`src/rtl/bridge_retry_card_defs.svh`:
```
`ifndef BRIDGE_RETRY_CARD_DEFS_SVH
`define BRIDGE_RETRY_CARD_DEFS_SVH

`define RETRY_STATUS_ADDR 12'h240
`define CARD_CONTROL_ADDR 12'h244
`define DEVICE_CONTROL_ADDR 12'h248

`define RETRY_STATUS_INDEX 8'h90
`define CARD_CONTROL_INDEX 8'h91
`define DEVICE_CONTROL_INDEX 8'h92

`define RS_HOST_EN_BIT 7
`define RS_CARD_EN_BIT 6
`define RS_TGT_B_BIT 5
`define RS_TGT_A_BIT 3
`define RS_HOST_EXP_BIT 1
`define RS_RESET 8'hc0

`define CC_RING_EN_BIT 7
`define CC_AUDIO_OFF_BIT 2
`define CC_SPEAKER_BIT 1
`define CC_IRQ_FLAG_BIT 0
`define CC_RSVD_MASK 8'h78
`define CC_RESET 8'h00

`define DC_HOLD_BIT 7
`define DC_LV_BIT 6
`define DC_DIAG_BIT 5
`define DC_TEST_BIT 3
`define DC_MODE_LSB 1
`define DC_RSVD0_BIT 0
`define DC_WMASK 8'hef
`define DC_RESET 8'h66

`define RETRY_TIMEOUT_EXP 15
`define RETRY_TIMEOUT_CYCLES 32768

`endif

```
`src/rtl/bridge_retry_card_pkg.sv`:
```
package bridge_retry_card_pkg;

  typedef enum logic [1:0] {
    IRQ_PARALLEL_ONLY = 2'b00,
    IRQ_RESERVED = 2'b01,
    IRQ_SERIAL_PLUS_PARALLEL = 2'b10,
    IRQ_SERIAL_ALL = 2'b11
  } irq_mode_type;

  typedef enum logic {
    TIMER_IDLE,
    TIMER_RUN
  } timer_state_type;

endpackage

```
`src/rtl/bridge_retry_card_device_ctrl.sv`:
```
// Summary of operation
// RULE1: retry not reissued in 2^15 cycles sets expiry
// RULE2: expiry flag holds until software writes one
// RULE3: status bit 7 enables host retry timer
// RULE4: status bit 6 enables card retry timer
// RULE5: expiry flags at bits 5, 3, 1
// RULE6: status bits 4, 2, 0 read zero
// RULE7: sticky fields cleared only by global reset
// RULE8: card bit 7 gates ring indicate output
// RULE9: software preserves reserved card bits 6..3
// RULE10: card bit 2 turns off audio pwm route
// RULE11: card bit 1 routes speaker to output
// RULE12: card bit 0 flags functional irq, w1c
// RULE13: bit 7 blocks socket power-down in D3
// RULE14: device bit 6 forces low-volt capability report
// RULE15: device bit 5 diagnostic, resets to one
// RULE16: device bit 4 reads zero, ignores writes
// RULE17: software writes zero to device bit 3
// RULE18: device bits 2..1 select irq signalling mode
// RULE19: software writes zero to device bit 0
// RULE20: zero writes keep flags; set beats clear
// RULE21: timer runs from retry until reissue/disable
`timescale 1ns/1ps
`include "bridge_retry_card_defs.svh"

module bridge_retry_card_device_ctrl
  import bridge_retry_card_pkg::*;
#(
  parameter int RETRY_TIMEOUT_CYCLES = `RETRY_TIMEOUT_CYCLES
)
(
  input wire logic core_clk,
  input wire logic resetn,
  input wire logic global_reset_n,
  input wire logic psel,
  input wire logic penable,
  input wire logic pwrite,
  input wire logic [11:0] paddr,
  input wire logic [31:0] pwdata,
  input wire logic [3:0] pstrb,
  output logic [31:0] prdata,
  output logic pready,
  output logic pslverr,
  input wire logic hostRetryReceived,
  input wire logic hostReissued,
  input wire logic cardARetryReceived,
  input wire logic cardAReissued,
  input wire logic cardBRetryReceived,
  input wire logic cardBReissued,
  input wire logic cardFuncIrqPin,
  input wire logic ringIndicatePin,
  input wire logic card_audio_signal,
  input wire logic card_speaker_signal,
  input wire logic powerDownRequest,
  input wire logic inD3,
  output logic ring_indicate_output,
  output logic ring_indicate_output_oe,
  output logic card_audio_pwm_out,
  output logic speaker_output_pin,
  output logic speaker_output_pin_oe,
  output logic socketPowerDown,
  output logic lowVoltCapable,
  output irq_mode_type irqSignallingMode
);

  // ----------------------------------------------------------------
  // pin synchronisers
  // ----------------------------------------------------------------
  // card-side pins arrive from outside the core clock domain
  logic [3:0] syncA_reg, syncB_reg, syncA_next, syncB_next;
  logic ringSync, audioSync, speakerSync, irqSync;
  logic irqSeen_reg, irqSeen_next;

  always_comb
  begin
    syncA_next = {ringIndicatePin, card_audio_signal, card_speaker_signal, cardFuncIrqPin};
    syncB_next = syncA_reg;
    irqSeen_next = syncB_reg[0];
  end

  always_ff @(posedge core_clk or negedge resetn)
  begin
    if (!resetn)
    begin
      syncA_reg <= 4'h0;
      syncB_reg <= 4'h0;
      irqSeen_reg <= 1'b0;
    end
    else
    begin
      syncA_reg <= syncA_next;
      syncB_reg <= syncB_next;
      irqSeen_reg <= irqSeen_next;
    end
  end

  assign ringSync = syncB_reg[3];
  assign audioSync = syncB_reg[2];
  assign speakerSync = syncB_reg[1];
  assign irqSync = syncB_reg[0];

  // ----------------------------------------------------------------
  // retry time-out timers
  // ----------------------------------------------------------------
  logic [7:0] retryStatus_reg, retryStatus_next;
  logic [7:0] cardControl_reg, cardControl_next;
  logic [7:0] deviceControl_reg, deviceControl_next;
  logic hostExpired, cardAExpired, cardBExpired;

  retry_timeout_timer #(.TIMEOUT_CYCLES(RETRY_TIMEOUT_CYCLES)) hostTimer (
    .core_clk(core_clk),
    .resetn(resetn),
    .enable(retryStatus_reg[`RS_HOST_EN_BIT]), // RULE3
    .retryReceived(hostRetryReceived),
    .reissued(hostReissued),
    .expired(hostExpired)
  );

  retry_timeout_timer #(.TIMEOUT_CYCLES(RETRY_TIMEOUT_CYCLES)) cardATimer (
    .core_clk(core_clk),
    .resetn(resetn),
    .enable(retryStatus_reg[`RS_CARD_EN_BIT]), // RULE4
    .retryReceived(cardARetryReceived),
    .reissued(cardAReissued),
    .expired(cardAExpired)
  );

  retry_timeout_timer #(.TIMEOUT_CYCLES(RETRY_TIMEOUT_CYCLES)) cardBTimer (
    .core_clk(core_clk),
    .resetn(resetn),
    .enable(retryStatus_reg[`RS_CARD_EN_BIT]), // RULE4
    .retryReceived(cardBRetryReceived),
    .reissued(cardBReissued),
    .expired(cardBExpired)
  );

  // ----------------------------------------------------------------
  // apb slave
  // ----------------------------------------------------------------
  // each register owns one aligned word at four times its index; data rides lane 0
  // the answer comes one cycle after setup, so there are never wait states
  function automatic logic hitReg(input logic [11:0] addr, input logic [11:0] regAddr);
    hitReg = (addr == regAddr);
  endfunction

  function automatic logic [7:0] w1cNext(input logic [7:0] cur, input logic [7:0] clr,
                                        input logic [7:0] setMask, input logic [7:0] flagMask);
    w1cNext = (cur & ~(clr & flagMask)) | (setMask & flagMask);
  endfunction

  logic wrAccess, rdAccess;
  logic rsHit, ccHit, dcHit, anyHit;
  logic wrRs, wrCc, wrDc;
  logic [31:0] prdata_next;
  logic pready_next, pslverr_next;
  logic [7:0] wrByte, rdByte, setRs, setCc;

  always_comb
  begin
    rsHit = hitReg(paddr, `RETRY_STATUS_ADDR);
    ccHit = hitReg(paddr, `CARD_CONTROL_ADDR);
    dcHit = hitReg(paddr, `DEVICE_CONTROL_ADDR);
    anyHit = rsHit || ccHit || dcHit;
    // a write lands only at the edge where the master samples pready high
    wrAccess = psel && penable && pready && pwrite && pstrb[0];
    rdAccess = psel && !penable && !pwrite;
    wrRs = wrAccess && rsHit;
    wrCc = wrAccess && ccHit;
    wrDc = wrAccess && dcHit;
    wrByte = pwdata[7:0];
    setRs = 8'h00;
    setRs[`RS_TGT_B_BIT] = cardBExpired;
    setRs[`RS_TGT_A_BIT] = cardAExpired;
    setRs[`RS_HOST_EXP_BIT] = hostExpired;
    setCc = 8'h00;
    setCc[`CC_IRQ_FLAG_BIT] = irqSync && !irqSeen_reg; // RULE12
    // enables: plain read/write per byte lane
    retryStatus_next = retryStatus_reg;
    if (wrRs)
    begin
      retryStatus_next[`RS_HOST_EN_BIT] = wrByte[`RS_HOST_EN_BIT]; // RULE3
      retryStatus_next[`RS_CARD_EN_BIT] = wrByte[`RS_CARD_EN_BIT]; // RULE4
    end
    // set wins over write-one-clear
    retryStatus_next = w1cNext(retryStatus_next, wrRs ? wrByte : 8'h00,
                               setRs, 8'h2a); // RULE2 RULE5 RULE20
    retryStatus_next[4] = 1'b0; // RULE6
    retryStatus_next[2] = 1'b0; // RULE6
    retryStatus_next[0] = 1'b0; // RULE6
    cardControl_next = cardControl_reg;
    if (wrCc)
    begin
      // reserved bits 6..3 are kept as storage so a write-back reads true
      cardControl_next[7:1] = wrByte[7:1]; // RULE8 RULE10 RULE11
    end
    cardControl_next = w1cNext(cardControl_next, wrCc ? wrByte : 8'h00,
                               setCc, 8'h01); // RULE12 RULE20
    deviceControl_next = deviceControl_reg;
    if (wrDc)
    begin
      deviceControl_next = (wrByte & `DC_WMASK); // RULE16 RULE15 RULE18
    end
    deviceControl_next[4] = 1'b0; // RULE16
    rdByte = 8'h00;
    if (rsHit)
    begin
      rdByte = retryStatus_reg;
    end
    else if (ccHit)
    begin
      rdByte = cardControl_reg;
    end
    else if (dcHit)
    begin
      rdByte = deviceControl_reg;
    end
    prdata_next = 32'h0000_0000;
    if (rdAccess)
    begin
      prdata_next = {24'h00_0000, rdByte};
    end
    pready_next = psel && !penable;
    // unmapped words answer with an error and leave every register alone
    pslverr_next = psel && !penable && !anyHit;
  end

  // ----------------------------------------------------------------
  // register state
  // ----------------------------------------------------------------
  // sticky control state rides the global reset only, not the bus reset
  always_ff @(posedge core_clk or negedge global_reset_n)
  begin
    if (!global_reset_n)
    begin
      retryStatus_reg <= `RS_RESET; // RULE7
      cardControl_reg <= `CC_RESET; // RULE7
      deviceControl_reg <= `DC_RESET; // RULE7
    end
    else
    begin
      retryStatus_reg <= retryStatus_next;
      cardControl_reg <= cardControl_next;
      deviceControl_reg <= deviceControl_next;
    end
  end

  always_ff @(posedge core_clk or negedge resetn)
  begin
    if (!resetn)
    begin
      prdata <= 32'h0000_0000;
      pready <= 1'b0;
      pslverr <= 1'b0;
    end
    else
    begin
      prdata <= prdata_next;
      pready <= pready_next;
      pslverr <= pslverr_next;
    end
  end

  // ----------------------------------------------------------------
  // card and socket outputs
  // ----------------------------------------------------------------
  logic ringOut_next, ringOe_next, audioOut_next, spkOut_next, spkOe_next;
  logic powerDown_next, lowVolt_next;
  irq_mode_type irqMode_next;

  always_comb
  begin
    ringOe_next = cardControl_reg[`CC_RING_EN_BIT]; // RULE8
    ringOut_next = cardControl_reg[`CC_RING_EN_BIT] && ringSync; // RULE8
    audioOut_next = !cardControl_reg[`CC_AUDIO_OFF_BIT] && audioSync; // RULE10
    spkOe_next = cardControl_reg[`CC_SPEAKER_BIT]; // RULE11
    spkOut_next = cardControl_reg[`CC_SPEAKER_BIT] && speakerSync; // RULE11
    powerDown_next = powerDownRequest && !(deviceControl_reg[`DC_HOLD_BIT] && inD3); // RULE13
    lowVolt_next = deviceControl_reg[`DC_LV_BIT]; // RULE14
    irqMode_next = irq_mode_type'(deviceControl_reg[`DC_MODE_LSB +: 2]); // RULE18
  end

  always_ff @(posedge core_clk or negedge resetn)
  begin
    if (!resetn)
    begin
      ring_indicate_output <= 1'b0;
      ring_indicate_output_oe <= 1'b0;
      card_audio_pwm_out <= 1'b0;
      speaker_output_pin <= 1'b0;
      speaker_output_pin_oe <= 1'b0;
      socketPowerDown <= 1'b0;
      lowVoltCapable <= 1'b1;
      irqSignallingMode <= IRQ_SERIAL_ALL;
    end
    else
    begin
      ring_indicate_output <= ringOut_next;
      ring_indicate_output_oe <= ringOe_next;
      card_audio_pwm_out <= audioOut_next;
      speaker_output_pin <= spkOut_next;
      speaker_output_pin_oe <= spkOe_next;
      socketPowerDown <= powerDown_next;
      lowVoltCapable <= lowVolt_next;
      irqSignallingMode <= irqMode_next;
    end
  end

endmodule // bridge_retry_card_device_ctrl

```
`src/rtl/retry_timeout_timer.sv`:
```
`timescale 1ns/1ps
`include "bridge_retry_card_defs.svh"

module retry_timeout_timer
  import bridge_retry_card_pkg::*;
#(
  parameter int TIMEOUT_CYCLES = `RETRY_TIMEOUT_CYCLES
)
(
  input wire logic core_clk,
  input wire logic resetn,
  input wire logic enable,
  input wire logic retryReceived,
  input wire logic reissued,
  output logic expired
);

  localparam int CW = $clog2(TIMEOUT_CYCLES + 1);

  timer_state_type state_reg, state_next;
  logic [CW-1:0] count_reg, count_next;
  logic expired_reg, expired_next;

  always_comb
  begin
    state_next = state_reg;
    count_next = count_reg;
    expired_next = 1'b0;
    unique case (state_reg)
      TIMER_IDLE:
      begin
        count_next = '0;
        if (enable && retryReceived && !reissued) // RULE21
        begin
          state_next = TIMER_RUN;
        end
      end
      TIMER_RUN:
      begin
        if (!enable || reissued) // RULE21
        begin
          state_next = TIMER_IDLE;
          count_next = '0;
        end
        else if (count_reg == CW'(TIMEOUT_CYCLES - 1)) // RULE1
        begin
          expired_next = 1'b1;
          state_next = TIMER_IDLE;
          count_next = '0;
        end
        else
        begin
          count_next = count_reg + CW'(1);
        end
      end
    endcase
  end

  always_ff @(posedge core_clk or negedge resetn)
  begin
    if (!resetn)
    begin
      state_reg <= TIMER_IDLE;
      count_reg <= '0;
      expired_reg <= 1'b0;
    end
    else
    begin
      state_reg <= state_next;
      count_reg <= count_next;
      expired_reg <= expired_next;
    end
  end

  assign expired = expired_reg;

endmodule // retry_timeout_timer

```
`config.mk`:
```
export PLATFORM = sky130hd
export DESIGN_NAME = bridge_retry_card_device_ctrl
export DESIGN_NICKNAME = d
export VERILOG_FILES = /design/src/rtl/bridge_retry_card_pkg.sv /design/src/rtl/bridge_retry_card_device_ctrl.sv /design/src/rtl/retry_timeout_timer.sv
export VERILOG_INCLUDE_DIRS = /design/src /design/src/rtl
export SDC_FILE = /design/constraint.sdc
export NUM_CORES = 1
export LEC_CHECK = 0
export ABC_AREA = 0
export BUFFER_PORTS_ARGS = -buffer_cell sky130_fd_sc_hd__buf_2
export CAP_MARGIN = 20
export CORE_MARGIN = 2
export CORE_UTILIZATION = 50
export CTS_CLUSTER_DIAMETER = 40
export CTS_CLUSTER_SIZE = 28
export DETAILED_ROUTE_END_ITERATION = 10
export PLACE_DENSITY_LB_ADDON = 0.25
export SYNTH_ARGS = -nofsm -noshare
export SYNTH_HDL_FRONTEND = slang
export SYNTH_SLANG_ARGS = --single-unit
```
`constraint.sdc`:
```
create_clock -name core_clk -period 5.4 [get_ports core_clk]
set_input_delay 0.27 -clock core_clk [delete_from_list [all_inputs] [get_ports core_clk]]
set_output_delay 0.27 -clock core_clk [all_outputs]
set_load 0.01 [all_outputs]
```
==> flow_summary.json <==
{
  "min_period_over_period_pct": 37.4,
  "gp_congestion": 0.779,
  "synthTopCellsByCount": "dfrtp_1 (93), nor2_1 (58), buf_4 (25), xnor2_1 (25), nand3_1 (21)",
  "drc": 0,
  "tns_ps": 0,
  "start_util_pct": 52.0,
  "drt_iter0_drc": 136,
  "yosys_most_used_dff": "dfrtp_1",
  "critPathKind": "register to register",
  "synth_top_cell_by_area": "dfrtp_1",
  "clk_latency_ps": 360,
  "die_w_um": 99.4,
  "r2r-end": "hostTimer.count_reg[2]",
  "antenna_found_initial": 0,
  "holdBufCountCts": 4,
  "cp-startpoint": "hostTimer.count_reg[0]",
  "syn_avg_cell_area_um2": 11.1,
  "setup_viol_count_final": 0,
  "cp-start-kind": "register",
  "worstSetupEndpointType": "register",
  "fin_nets": 544,
  "track_usage_pct": 16.6,
  "n_antenna_cell": 0,
  "skew_ps": 10.7,
  "crit_fanout": 13,
  "power.total_mw": 1.27,
  "leakage_nw": 2.32,
  "grt_pass1_wl_um": 13200,
  "slew_violations": 0,
  "dieArea_mm2": 0.00989,
  "fillCellCount": 748,
  "cap_violations": 0,
  "gr-total-overflow": 0,
  "firstDrtPassIters": 4,
  "grt_setup_unrepaired": "no",
  "cts_resized": 0,
  "cp-endpoint": "hostTimer.count_reg[2]",
  "yosysSeqAreaShare_pct": 56.3,
  "r2r_start": "hostTimer.count_reg[0]",
  "viasPerCell": 5.11,
  "seqCellArea_mm2": 0.00256,
  "fmax_ghz": 0.496,
  "worst_pin_slew_ps": 901,
  "vdd_drop_max_uv": 133,
  "cts-root-buf": "clkbuf_8",
  "hold_viol": 0,
  "multi_input_area_mm2": 0.00179,
  "dp_hpwl_um": 5530,
  "crit_required_ps": 5620,
  "grt_max_degree": 83,
  "hold_ws_ps": 70.5,
  "yosysMostFrequentCell": "dfrtp_1",
  "port_buffers": 57,
  "dr_total_vias": 3002,
  "cts_tree": "yes",
  "r2r_cells": 5,
  "yosys.cell_types.count": 49,
  "io_pins": 109,
  "fp-row-count": 34,
  "htreeDepth": 3,
  "synth_area_leaders": "dfrtp_1 (51%), dfstp_2 (5.2%), xnor2_1 (4.8%)",
  "cellPowerDensity_mw_per_mm2": 249,
  "drtAntennaViolNets": 0,
  "path_clk_slew_ps": 100,
  "wl_per_cell_um": 13.6,
  "drive_gt1_share_pct": 22.7,
  "core_mm2": 0.00876,
  "grt_pass1_vias": 2894,
  "synthArstFlopShare_pct": 100,
  "fin_crit_ps": 2020,
  "cts_made_buffers": 9,
  "status": "completed",
  "post-cts-setup-buffers": 0,
  "syn_inst": 409,
  "yosysWarnings": 0,
  "areaGrowthSynthToFinish_pct": 12.3,
  "synth_edf_count": 0,
  "synth-seq-cells": 102,
  "cts_buffer_depth": 2,
  "syn_area_mm2": 0.00455,
  "yosysTopAreaCellShare_pct": 51.1,
  "dieHeight_um": 99.4,
  "slew_headroom_pct": 39.5,
  "worstPathArrival_ps": 2240,
  "wl_um": 8030,
  "reg2reg_slack_ps": 3380,
  "hp-class": "primary input to register",
  "cts_num_sinks": 102
}
-- kinds of logic (layout without fill, tap and decap cells) --
family          after synthesis  after routing  share of synthesized area (%)
simple gates                165            165                           19.5
flops                       102            102                           56.3
buf+inv                      50             98                           6.26
xor+xnor                     37             37                           7.12
compound gates               34             34                           5.74
mux                          17             17                           4.20
fa+ha+maj                     3              3                          0.824
other cells                   1             24                         0.0823
-- worst min path at each step --
stage / cells after the start / from / slack, ps / endpoint
after floorplan: 0 / resetn / -30 / cardATimer.count_reg[0]
after global routing: 2 / inD3 / 50 / socketPowerDown
after detailed placement: 1 / global_reset_n / 240 / cardControl_reg[2]
final: 2 / inD3 / 70 / socketPowerDown
after global placement: 1 / global_reset_n / 230 / cardControl_reg[2]
after CTS: 1 / cardFuncIrqPin / 0.4 / syncA_reg[0]
-- layer usage --
metal  global-route usage (%)  wire length (um)  up-vias
li1                         -                 -     1489
met1                     22.6              3720     1418
met2                     27.1              3800       88
met3                     4.36               439        7
met4                     3.16                59        0
met5                        0                 0        -
-- cell type report --
class	instances	area share (%)
multi-input combinational	280	35.0
inverter	18	1.32
tap	108	2.64
clock inverter	7	1.08
timing repair buffer	64	7.34
sequential	102	50.1
clock buffer	9	2.42
-- per-stage QoR --
| stage | area (um^2) | util (%) | setup WS, ps | instances |
|---|---|---|---|---|
| finish | 5110 | 58.3 | 3380 | 588 |
| global route | 5110 | 58.3 | 3130 | 588 |
| CTS | 5060 | 57.8 | 3320 | 585 |
| detailed placement | 4850 | 55.3 | 3310 | 565 |
| global placement | 4850 | 55.3 | 3360 | 565 |
| floorplan | 4640 | - | 3620 | 432 |
-- critical path: stages, from the launching register on --
cell and delay [ps]:
dfrtp_1 390, ha_1 200, nand3_1 190, or2_2 420, o31ai_4 560, nor2_1 120
-- power breakdown --
part | internal (mW) | switching, mW | total, mW | leakage, nW
clock network | 0.173 | 0.269 | 0.443 | 0.0919
logic | 0.0207 | 0.0370 | 0.0578 | 0.879
registers | 0.768 | 0.00149 | 0.770 | 1.34
total | 0.963 | 0.308 | 1.27 | 2.32
-- placed cells by master (no fill, tap or decap), drive strengths merged, types with 3 or more instances in the layout --
cell	count
nor2b	6
xor2	12
ha	3
xnor2	25
clkbuf	9
nand3	22
a2bb2oi	5
clkinv	3
o211a	5
a21oi	6
inv	21
a31oi	3
dfrtp	93
mux2	17
buf	58
and3	6
dfstp	9
nand4	13
dlygate4sd3	6
or3	3
o21ai	4
conb	24
nor2	58
nor4	11
and2	3
nand2	18
nor3	13
Power figures use the tool's default switching activity.
